`src/shared/gfc_consts.svh`:
```
`ifndef GFC_CONSTS_SVH
`define GFC_CONSTS_SVH
// register offsets
`define OFS_CTL0 8'h02
`define OFS_CTL1 8'h03
`define OFS_CTL2 8'h04
// reset values, strap bits merged in later
`define RST_CTL0 8'h44
`define RST_CTL1 8'h34
`define RST_CTL2 8'hf1
`define RD_UNMAPPED 8'h00
// control 0 fields
`define B0_PASS_PAUSE 3
`define B0_BUF_SHARE 2
`define B0_LINK_AGE 0
// control 1 fields
`define B1_PASS_ALL 7
`define B1_REPEATER 6
`define B1_TX_PAUSE 5
`define B1_RX_PAUSE 4
`define B1_LEN_CHECK 3
`define B1_AGE_EN 2
`define B1_FAST_AGE 1
`define B1_AGGR_BACKOFF 0
// control 2 fields
`define B2_VLAN_DISCARD 7
`define B2_MCAST_EXCL 6
`define B2_CS_BACKPRESS 5
`define B2_FAIR 4
`define B2_KEEP_EXCESS 3
`define B2_HUGE 2
`define B2_LEGAL_MAX 1
`define B2_HP_RESERVE 0
// frame sizes and buffer figures
`define LEN_HUGE 11'h077c
`define LEN_DEFAULT 11'h0600
`define LEN_LEGAL_TAG 11'h05f2
`define LEN_LEGAL_UNTAG 11'h05ee
`define LEN_FIELD_LIMIT 11'h05dc
`define EXCESS_COLL 5'h10
`define HP_RESERVE_BUFS 6'h30
`define QUOTA_SHARED 2'h3
`define QUOTA_THIRD 2'h1
// timing
`define CLK_PERIOD_NS 10
`define NS_PER_US 1000
`define CYC_PER_US (`NS_PER_US / `CLK_PERIOD_NS)
`define AGE_NORMAL_S 200
`define AGE_FAST_US 800
`define US_PER_S 1000000
`define STRAP_WAIT 2'h2
`endif

```
`src/shared/gfc_pkg.sv`:
```
package gfc_pkg;
  // decoded frame handling settings, held steady across a frame
  typedef struct packed {
    logic pass_pause;
    logic buf_share;
    logic [1:0] buf_quota_thirds;
    logic pass_all;
    logic repeater;
    logic tx_pause;
    logic rx_pause;
    logic len_check;
    logic [10:0] len_field_limit;
    logic aggr_backoff;
    logic vlan_discard;
    logic mcast_excl;
    logic cs_backpress;
    logic fair;
    logic keep_excess;
    logic [4:0] excess_coll;
    logic [10:0] max_len_tagged;
    logic [10:0] max_len_untagged;
    logic hp_reserve;
    logic [5:0] hp_bufs;
  } policy_t;
  // register access port
  typedef struct packed {
    logic wr;
    logic rd;
    logic [7:0] addr;
    logic [7:0] wdata;
  } reg_req_t;
endpackage

```
`src/logic/switch_global_frame_control.sv`:
```
`timescale 1ns/1ns
`include "gfc_consts.svh"
module switch_global_frame_control #(
  parameter int NUM_PORTS = 3,
  parameter int AGE_NORMAL_US = `AGE_NORMAL_S * `US_PER_S,
  parameter int AGE_FAST_US = `AGE_FAST_US
) (
  // clock and reset
  input wire logic REF_CLK,
  input wire logic RST,
  // register access
  input gfc_pkg::reg_req_t REG_REQ,
  output logic [7:0] REG_RDATA,
  // port status and frame boundary
  input wire logic [NUM_PORTS-1:0] LINK_UP,
  input wire logic FRAME_IDLE,
  // strap pins
  input wire logic MAC_MODE_STRAP_PIN,
  input wire logic SWITCH_MII_RX_BIT0_STRAP,
  // settings and aging events
  output gfc_pkg::policy_t POLICY,
  output logic AGE_PULSE,
  output logic FLUSH_ALL
);
  localparam int CYC_US = `CYC_PER_US;

  // refuse settings the counters cannot serve
  if (NUM_PORTS < 1 || AGE_FAST_US < 1 || AGE_NORMAL_US < AGE_FAST_US
      || CYC_US < 1 || CYC_US - 1 > 7'h7f
      || AGE_NORMAL_US > 28'hfff_ffff)
  begin : g_bad
    $error("switch_global_frame_control: bad parameters");
  end

  typedef struct packed {
    logic [7:0] ctl0_q;
    logic [7:0] ctl1_q;
    logic [7:0] ctl2_q;
    logic [7:0] app0_q;
    logic [7:0] app1_q;
    logic [7:0] app2_q;
    logic [7:0] rdata_q;
    logic [1:0] sync_a_q;
    logic [1:0] sync_b_q;
    logic [1:0] strap_cnt_q;
    logic [NUM_PORTS-1:0] link_q;
    logic [6:0] us_cnt_q;
    logic [27:0] age_cnt_q;
    logic fast_once_q;
    logic age_pulse_q;
    logic flush_q;
  } state_t;

  state_t s_q;
  state_t s_d;
  logic us_tick;
  logic link_loss;
  logic [27:0] period;

  // register read decode, used by the read data path only
  function automatic logic [7:0] read_reg(input logic [7:0] a,
                                          input state_t s);
    case (a)
      `OFS_CTL0: read_reg = s.ctl0_q;
      `OFS_CTL1: read_reg = s.ctl1_q;
      `OFS_CTL2: read_reg = s.ctl2_q;
      default: read_reg = `RD_UNMAPPED;
    endcase
  endfunction

  // aging period; a pending link-loss pass runs fast once
  always_comb
  begin
    us_tick = (s_q.us_cnt_q == 7'(CYC_US - 1));
    link_loss = |(s_q.link_q & ~LINK_UP);
    if (s_q.app1_q[`B1_FAST_AGE] || s_q.fast_once_q)
    begin
      period = 28'(AGE_FAST_US);
    end
    else
    begin
      period = 28'(AGE_NORMAL_US);
    end
  end

  // next state of the whole block
  always_comb
  begin
    s_d = s_q;
    s_d.age_pulse_q = 1'b0;
    s_d.flush_q = 1'b0;
    s_d.link_q = LINK_UP;
    // two-flop strap synchronisers
    s_d.sync_a_q = {SWITCH_MII_RX_BIT0_STRAP, MAC_MODE_STRAP_PIN};
    s_d.sync_b_q = s_q.sync_a_q;
    // register writes
    if (REG_REQ.wr)
    begin
      case (REG_REQ.addr)
        `OFS_CTL0: s_d.ctl0_q = REG_REQ.wdata;
        `OFS_CTL1: s_d.ctl1_q = REG_REQ.wdata;
        `OFS_CTL2: s_d.ctl2_q = REG_REQ.wdata;
        default: s_d.ctl0_q = s_q.ctl0_q;
      endcase
    end
    // straps are taken once the synchroniser has filled after reset
    if (s_q.strap_cnt_q != 2'h3)
    begin
      s_d.strap_cnt_q = s_q.strap_cnt_q + 2'h1;
    end
    if (s_q.strap_cnt_q == `STRAP_WAIT)
    begin
      s_d.ctl1_q[`B1_AGGR_BACKOFF] = s_q.sync_b_q[0];
      s_d.ctl2_q[`B2_KEEP_EXCESS] = s_q.sync_b_q[0];
      s_d.ctl2_q[`B2_LEGAL_MAX] = s_q.sync_b_q[1];
    end
    // settings pass to the ports only while no frame is in flight
    if (FRAME_IDLE)
    begin
      s_d.app0_q = s_d.ctl0_q;
      s_d.app1_q = s_d.ctl1_q;
      s_d.app2_q = s_d.ctl2_q;
    end
    // reads answer one cycle later
    if (REG_REQ.rd)
    begin
      s_d.rdata_q = read_reg(REG_REQ.addr, s_q);
    end
    // microsecond prescaler keeps the age counter narrow
    s_d.us_cnt_q = us_tick ? 7'h00 : s_q.us_cnt_q + 7'h01;
    if (!s_q.app1_q[`B1_AGE_EN])
    begin
      s_d.age_cnt_q = 28'h000_0000;
    end
    else if (us_tick)
    begin
      if (s_q.age_cnt_q >= period - 28'h000_0001)
      begin
        s_d.age_cnt_q = 28'h000_0000;
        s_d.age_pulse_q = 1'b1;
        s_d.fast_once_q = 1'b0;
      end
      else
      begin
        s_d.age_cnt_q = s_q.age_cnt_q + 28'h000_0001;
      end
    end
    // an unplugged port flushes the table at once
    if (link_loss)
    begin
      s_d.flush_q = 1'b1;
      if (s_q.app0_q[`B0_LINK_AGE])
      begin
        s_d.fast_once_q = 1'b1;
        s_d.age_cnt_q = 28'h000_0000;
      end
    end
  end

  // single state register, synchronous reset
  always_ff @(posedge REF_CLK)
  begin
    if (RST)
    begin
      s_q <= '0;
      s_q.ctl0_q <= `RST_CTL0;
      s_q.ctl1_q <= `RST_CTL1;
      s_q.ctl2_q <= `RST_CTL2;
      s_q.app0_q <= `RST_CTL0;
      s_q.app1_q <= `RST_CTL1;
      s_q.app2_q <= `RST_CTL2;
      // live link levels load here, so a port already down is no loss
      s_q.link_q <= LINK_UP;
    end
    else
    begin
      s_q <= s_d;
    end
  end

  // decoded settings from the applied copy; length field limit and excess collisions are fixed
  always_comb
  begin
    POLICY.pass_pause = s_q.app0_q[`B0_PASS_PAUSE];
    POLICY.buf_share = s_q.app0_q[`B0_BUF_SHARE];
    POLICY.buf_quota_thirds = s_q.app0_q[`B0_BUF_SHARE] ?
      `QUOTA_SHARED : `QUOTA_THIRD;
    // only meaningful with sniffer mode; debug use
    POLICY.pass_all = s_q.app1_q[`B1_PASS_ALL];
    POLICY.repeater = s_q.app1_q[`B1_REPEATER];
    POLICY.tx_pause = s_q.app1_q[`B1_TX_PAUSE];
    POLICY.rx_pause = s_q.app1_q[`B1_RX_PAUSE];
    POLICY.len_check = s_q.app1_q[`B1_LEN_CHECK];
    POLICY.len_field_limit = `LEN_FIELD_LIMIT;
    POLICY.aggr_backoff = s_q.app1_q[`B1_AGGR_BACKOFF];
    POLICY.vlan_discard = s_q.app2_q[`B2_VLAN_DISCARD];
    POLICY.mcast_excl = s_q.app2_q[`B2_MCAST_EXCL];
    POLICY.cs_backpress = s_q.app2_q[`B2_CS_BACKPRESS];
    POLICY.fair = s_q.app2_q[`B2_FAIR];
    POLICY.keep_excess = s_q.app2_q[`B2_KEEP_EXCESS];
    POLICY.excess_coll = `EXCESS_COLL;
    // huge support overrides the legal maximum bit
    if (s_q.app2_q[`B2_HUGE])
    begin
      POLICY.max_len_tagged = `LEN_HUGE;
      POLICY.max_len_untagged = `LEN_HUGE;
    end
    else if (s_q.app2_q[`B2_LEGAL_MAX])
    begin
      POLICY.max_len_tagged = `LEN_LEGAL_TAG;
      POLICY.max_len_untagged = `LEN_LEGAL_UNTAG;
    end
    else
    begin
      POLICY.max_len_tagged = `LEN_DEFAULT;
      POLICY.max_len_untagged = `LEN_DEFAULT;
    end
    POLICY.hp_reserve = s_q.app2_q[`B2_HP_RESERVE];
    POLICY.hp_bufs = s_q.app2_q[`B2_HP_RESERVE] ?
      `HP_RESERVE_BUFS : 6'h00;
  end

  // registered event and read outputs
  assign REG_RDATA = s_q.rdata_q;
  assign AGE_PULSE = s_q.age_pulse_q;
  assign FLUSH_ALL = s_q.flush_q;
endmodule // switch_global_frame_control

```
`config.mk`:
```
export PLATFORM = sky130hd
export DESIGN_NAME = switch_global_frame_control
export DESIGN_NICKNAME = d
export VERILOG_FILES = /design/src/shared/gfc_pkg.sv /design/src/logic/switch_global_frame_control.sv
export VERILOG_INCLUDE_DIRS = /design/src /design/src/shared
export SDC_FILE = /design/constraint.sdc
export NUM_CORES = 1
export LEC_CHECK = 0
export ABC_CLOCK_PERIOD_IN_PS = 6600
export BUFFER_PORTS_ARGS = -buffer_cell sky130_fd_sc_hd__buf_2
export CAP_MARGIN = 30
export CORE_MARGIN = 2
export CORE_UTILIZATION = 42
export DETAILED_ROUTE_END_ITERATION = 10
export SLEW_MARGIN = 20
export SYNTH_ARGS = -nofsm -noshare
export SYNTH_HDL_FRONTEND = slang
export SYNTH_SLANG_ARGS = --single-unit
```
`constraint.sdc`:
```
create_clock -name REF_CLK -period 6.6 [get_ports REF_CLK]
set_clock_uncertainty 0.2 [all_clocks]
set_input_delay 0.33 -clock REF_CLK [delete_from_list [all_inputs] [get_ports REF_CLK]]
set_output_delay 0.33 -clock REF_CLK [all_outputs]
set_load 0.02 [all_outputs]
```
Yosys cells after proc, flatten, opt, wreduce, memory -nomap -nowiden

Cells that the tools add are included.

Bits in registers: 103
Latch bits: 0
Memory bits (writable): 0
ROM bits: 0
Input bits: 26
Output and inout port bits: 70
Word-level logic and storage cells: 56
Memories: 0

$add $sub $neg: 4
Multipliers: 0
Divide/modulo/power cells: 0
Magnitude comparators: 1
Equal/unequal tests: 6
Shift operators: 0
Mux-type cells: 21
Bitwise logic cells: 4
Reduce and logical (&&, ||, !) cells: 4

Operator list:

| cell                                                | number |
|---|---|
| two-way mux 28 bit                                  | 3 |
| two-way mux 29 bit                                  | 2 |
| two-way mux 21 bit                                  | 2 |
| two-way mux 30 bit                                  | 1 |
| adder 28 x 1 -> 28 bit, second input constant       | 1 |
| greater-or-equal comparator 28 bit                  | 1 |
| subtractor 28 x 1 -> 28 bit, second input constant  | 1 |
| two-way mux 24 bit                                  | 1 |
| two-way mux 8 bit                                   | 3 |
| case mux 8 bit (3 select lines)                     | 1 |
| equality test 8 x 2 -> 1 bit, second input constant | 2 |
| equality test 8 x 3 -> 1 bit, second input constant | 1 |
| adder 7 x 1 -> 7 bit, second input constant         | 1 |
| equality test 7 bit, second input constant          | 1 |
| two-way mux 2 bit                                   | 3 |
| two-way mux 6 bit                                   | 1 |
| OR reduction 3 bit                                  | 2 |
| two-way mux 1 bit                                   | 4 |
| AND 3 bit                                           | 1 |
| inverter 3 bit                                      | 1 |
| adder 2 x 1 -> 2 bit, second input constant         | 1 |
| equality test 2 bit, second input constant          | 1 |
| != test 2 bit, second input constant                | 1 |
| inverter 1 bit                                      | 2 |
| other kinds (2)                                     | 2 |

Logic depth before layout (Yosys ltp)

Word-level depth: 9
Gate-level depth with buffers: 9
Depth with buffers taken out: 8

Least setup slack after synthesis

Ideal clock, no wire load.

Path kind: register -> register
Start: register s_q[64] (netlist bit)
End: register s_q[11] (netlist bit)
Library setup time: 0.115 ns
Arrival: 2.280 ns
Data required time: 6.285 ns
Path slack: 4.005 ns
Cell stages (with the launch flop): 10
Buffers on the path: 1
Period minus slack after synthesis: 2.595 ns
Path through: dfxtp_1 or2_2 ha_1 nand4b_1 or3_1 a31oi_1 a2111oi_4 o21ai_4 buf_6 nor2_1

Cells in the longest elaborated chain, start to end: 9

RTL lines:

| item                                 | RTL line                           | RTL |
|---|---|---|
| start: declaration                   | switch_global_frame_control.sv:54  | `state_t s_q;` |
| logical OR 1 bit *                   | switch_global_frame_control.sv:76  | `` if (s_q.app1_q[`B1_FAST_AGE] \|\| s_q.fast_once_q) `` |
| two-way mux 28 bit *                 | switch_global_frame_control.sv:76  |  |
| subtractor 28 x 1 -> 28 bit *        | switch_global_frame_control.sv:137 | `if (s_q.age_cnt_q >= period - 28'h000_0001)` |
| greater-or-equal comparator 28 bit * | switch_global_frame_control.sv:137 |  |
| two-way mux 28 bit *                 | switch_global_frame_control.sv:137 |  |
| two-way mux 30 bit *                 | switch_global_frame_control.sv:135 | `else if (us_tick)` |
| two-way mux 28 bit *                 | switch_global_frame_control.sv:131 | `` if (!s_q.app1_q[`B1_AGE_EN]) `` |
| two-way mux 29 bit                   | switch_global_frame_control.sv:152 | `` if (s_q.app0_q[`B0_LINK_AGE]) `` |
| two-way mux 29 bit *                 | switch_global_frame_control.sv:149 | `if (link_loss)` |

Every way passes the cells marked *; elsewhere a longest branch is shown, timed or not.
A chain may end at the register's enable or synchronous reset.

Worst setup path after layout

Start: register s_q[64] (netlist bit)
End: register s_q[6] (netlist bit)

The elaborated chain is that of the path after synthesis.

==> impl_metrics.yaml <==
sta:
  fmax_mhz: 328.0
  max_slew_margin_pct: 36.18
  rsz0062_at_grt: "false"
  setup_viol: 0
  finalCriticalPeriod_ns: 3.048
  drv_slew: 0
  tightest_slew_ns: 0.9574
  min_period_over_period_pct: 46.19
  tns_ns: 0
  holdWs_ns: 0.05951
  finalHoldViolations: 0
grt:
  grt.overflow.total: 0
  grt_pass1_wl_mm: 15.26
  grt_max_degree: 58
  grt_antenna_before_repair: 0
  grt_util_all_layers_pct: 15.33
  grt_pass1_vias: 3147
yosys:
  netlist_area_sq_mm: 0.004805
  synth-seq-area-share_pct: 40.83
  yosys.area.top_type: "dfxtp_1"
  ys.flop_type: "dfxtp_1"
  synth_cells: 527
  yosys-top-cells-count: "98 x dfxtp_1, 74 x nor2_1, 65 x buf_4"
  ys_types: 52
  ys_ff_latch: 98
  yosysMostFrequentCell: "dfxtp_1"
  yosys_warnings: 0
  syn_avg_cell_area_sq_um: 9.117
  async_reset_ff_share_pct: 0
  synth_area_leaders: "dfxtp_1 41%, buf_4 10%, nor2_1 5.8%"
  synth-edff-count: 0
  synth_top_area_share_pct: 40.83
critical_path:
  path_buf_inv: 0
  crit_chain: "or2_2 > ha_1 > nand4b_1 > or3_1 > a31oi_1 > a2111oi_4 > o21ai_4 > nor2_1"
  cpPeakStageDelay_ns: 0.62
  r2r_start: "s_q[64]"
  worstReg2RegEnd: "s_q[6]"
  critical_path_arrival_ns: 3.05
  cp_max_fo: 28
  cp-start-kind: "flip-flop"
  critPathTopFamily: "simple AND/OR/NAND/NOR gates"
  crit_required_ns: 6.60
  worst_path_max_delay_cell: "o21ai_4"
  worst-r2r-setup-slack_ns: 3.55
  crit_type: "reg -> reg"
  cp-end-kind: "flip-flop"
  reg2reg_depth: 8
clock_tree:
  clkTransAtPathRegs_ns: 0.07
  cts_tree: "done"
  cts_setup_buffers: 0
  cts_buffers: 9
  cts_buffer_depth: 2
  h-tree-depth: 3
  numClockSinks: 98
  cts.hold.buffers_added: 5
  cts_resized: 0
  clockRootBuffer: "clkbuf_16"
  clk_latency_ns: 0.35
drt:
  dr.pass1.iters: 5
  avgRoutedWirePerCell_microns: 13.03
  drt_iter0_drc: 179
  drcViolationCount: 0
  num_vias: 3456
  postRouteAntennaNets: 0
  routed_via_density: 4.916
  wirelength_mm: 9.157
pwr:
  fin_total_pwr_mw: 1.269
  power.density_mw_per_mm2: 243.2
  power.leakage_nw: 2.274
  power_frac_comb_pct: 8.1
  p_sw_share_pct: 23.79
  p_sw_mw: 0.3019
  clock_power_share_pct: 43.6
  p_int_mw: 0.9673
  ir_drop_mv: 0.2071
  pwr-share-seq_pct: 48.3
floorplanning:
  core_sq_mm: 0.01127
  io_pins: 96
  initial_core_util_pct: 42.62
  fp.dieH_microns: 111.0
  rows: 39
  die_w_microns: 111.0
  fp.dieArea_sq_mm: 0.01231
hold_path:
  hold_path_depth: 3
  min_from: "REG_REQ[7]"
  hold_class: "in -> reg"
place:
  io_buffers: 70
  gp_congestion: 0.7739
  dpl_cell_area_sq_mm: 0.004847
  dpl.hpwl_mm: 6.588
final_layout:
  design_area_sq_mm: 0.005219
  nets: 600
  drive_above_1_share_pct: 19.29
  antenna_cells: 0
  syn2layout_area_growth_pct: 8.620
run:
  cap_violations: 0
outcome:
  outcome: "finished clean"
-- registers in the layout, indices dropped and copies added, names as in the netlist, named ones only --
register   cells
AGE_PULSE      1
POLICY        14
FLUSH_ALL      1
s_d            2
s_q           67
REG_RDATA      8
-- through the flow --
step / setup slack (ns) / cells / util (%)
3_3_place_gp: 3.613 / 682 / 43.00
4_1_cts: 3.520 / 703 / 46.30
2_1_floorplan: 4.005 / 550 / -
6_report: 3.552 / 703 / 46.30
3_5_place_dp: 3.526 / 682 / 43.00
5_1_grt: 3.324 / 703 / 46.30
-- power groups by stage --
stage / combinational, mW / clock (mW) / sequential (mW)
6_report: 0.103 / 0.553 / 0.613
5_1_grt: 0.115 / 0.592 / 0.614
4_1_cts: 0.104 / 0.566 / 0.613
3_5_place_dp: 0.101 / 0 / 0.627
3_3_place_gp: 0.0987 / 0 / 0.626
2_1_floorplan: 0.0962 / 0 / 0.625
-- cell type report --
cell class                      instances  area (sq um)
Sequential cell                        98          1962
Multi-Input combinational cell        364          2330
Tap cell                              143         178.9
Timing Repair Buffer                   75         400.4
Clock buffer                           12         266.5
Fill cell                            1111          6053
Inverter                                7         26.28
Clock inverter                          4         55.05
-- layer usage --
metal,up-vias,part of all wire (%),track usage (%)
li1,1777,-,-
met1,1618,47,18.91
met2,51,48,25.40
met3,10,4.1,5.030
met4,0,1.3,4.917
met5,-,0,0
-- worst min-delay path, stage by stage --
cell	delay, ns
buf_2	0.12
nand3_1	0.06
a21oi_1	0.05
-- cells by family after synthesis --
logic type / share of synthesized area, %
AND/OR/NAND/NOR: 22.08
buffers and inverters: 12.47
multiplexers: 4.427
AO/OA/AOI/OAI: 9.063
XOR/XNOR: 6.015
flip-flops: 40.83
adder cells (fa/ha/maj): 4.948
other: 0.1563
-- cells in the final DEF, fill, tap and decap left out, types with 2 or more instances in the layout --
cell,Yosys,routed
dfxtp_1,98,98
nor2_1,74,74
buf_2,2,70
nand2_1,27,27
conb_1,2,25
nand3_1,22,22
xor2_1,22,22
a21oi_1,20,20
mux2i_1,19,19
ha_1,19,19
nand2b_1,15,15
o21ai_0,12,12
nor2b_1,11,11
nor3_1,11,11
xnor2_1,11,11
nand4_1,10,10
clkbuf_16,0,9
a211oi_1,8,8
a222oi_1,8,8
inv_1,7,7
or2_2,7,7
dlygate4sd3_1,0,5
and4_1,4,4
and3_1,4,4
nand3b_1,3,3
nand4b_1,3,3
and2_1,3,3
clkbuf_8,0,3
nor3_2,2,2
mux2_2,2,2
inv_6,0,2
-- how the worst max path moves through the flow --
stage / startpoint / to / slack (ns) / depth (start not counted)
after CTS: s_q[64] / s_q[6] / 3.52 / 8
after floorplan: s_q[64] / s_q[11] / 4.01 / 9
final: s_q[64] / s_q[6] / 3.55 / 8
after global routing: s_q[64] / s_q[30] / 3.32 / 8
after global placement: s_q[64] / s_q[5] / 3.61 / 8
after detailed placement: s_q[64] / s_q[6] / 3.53 / 8
Note: power is estimated with default switching activity, not from simulation.
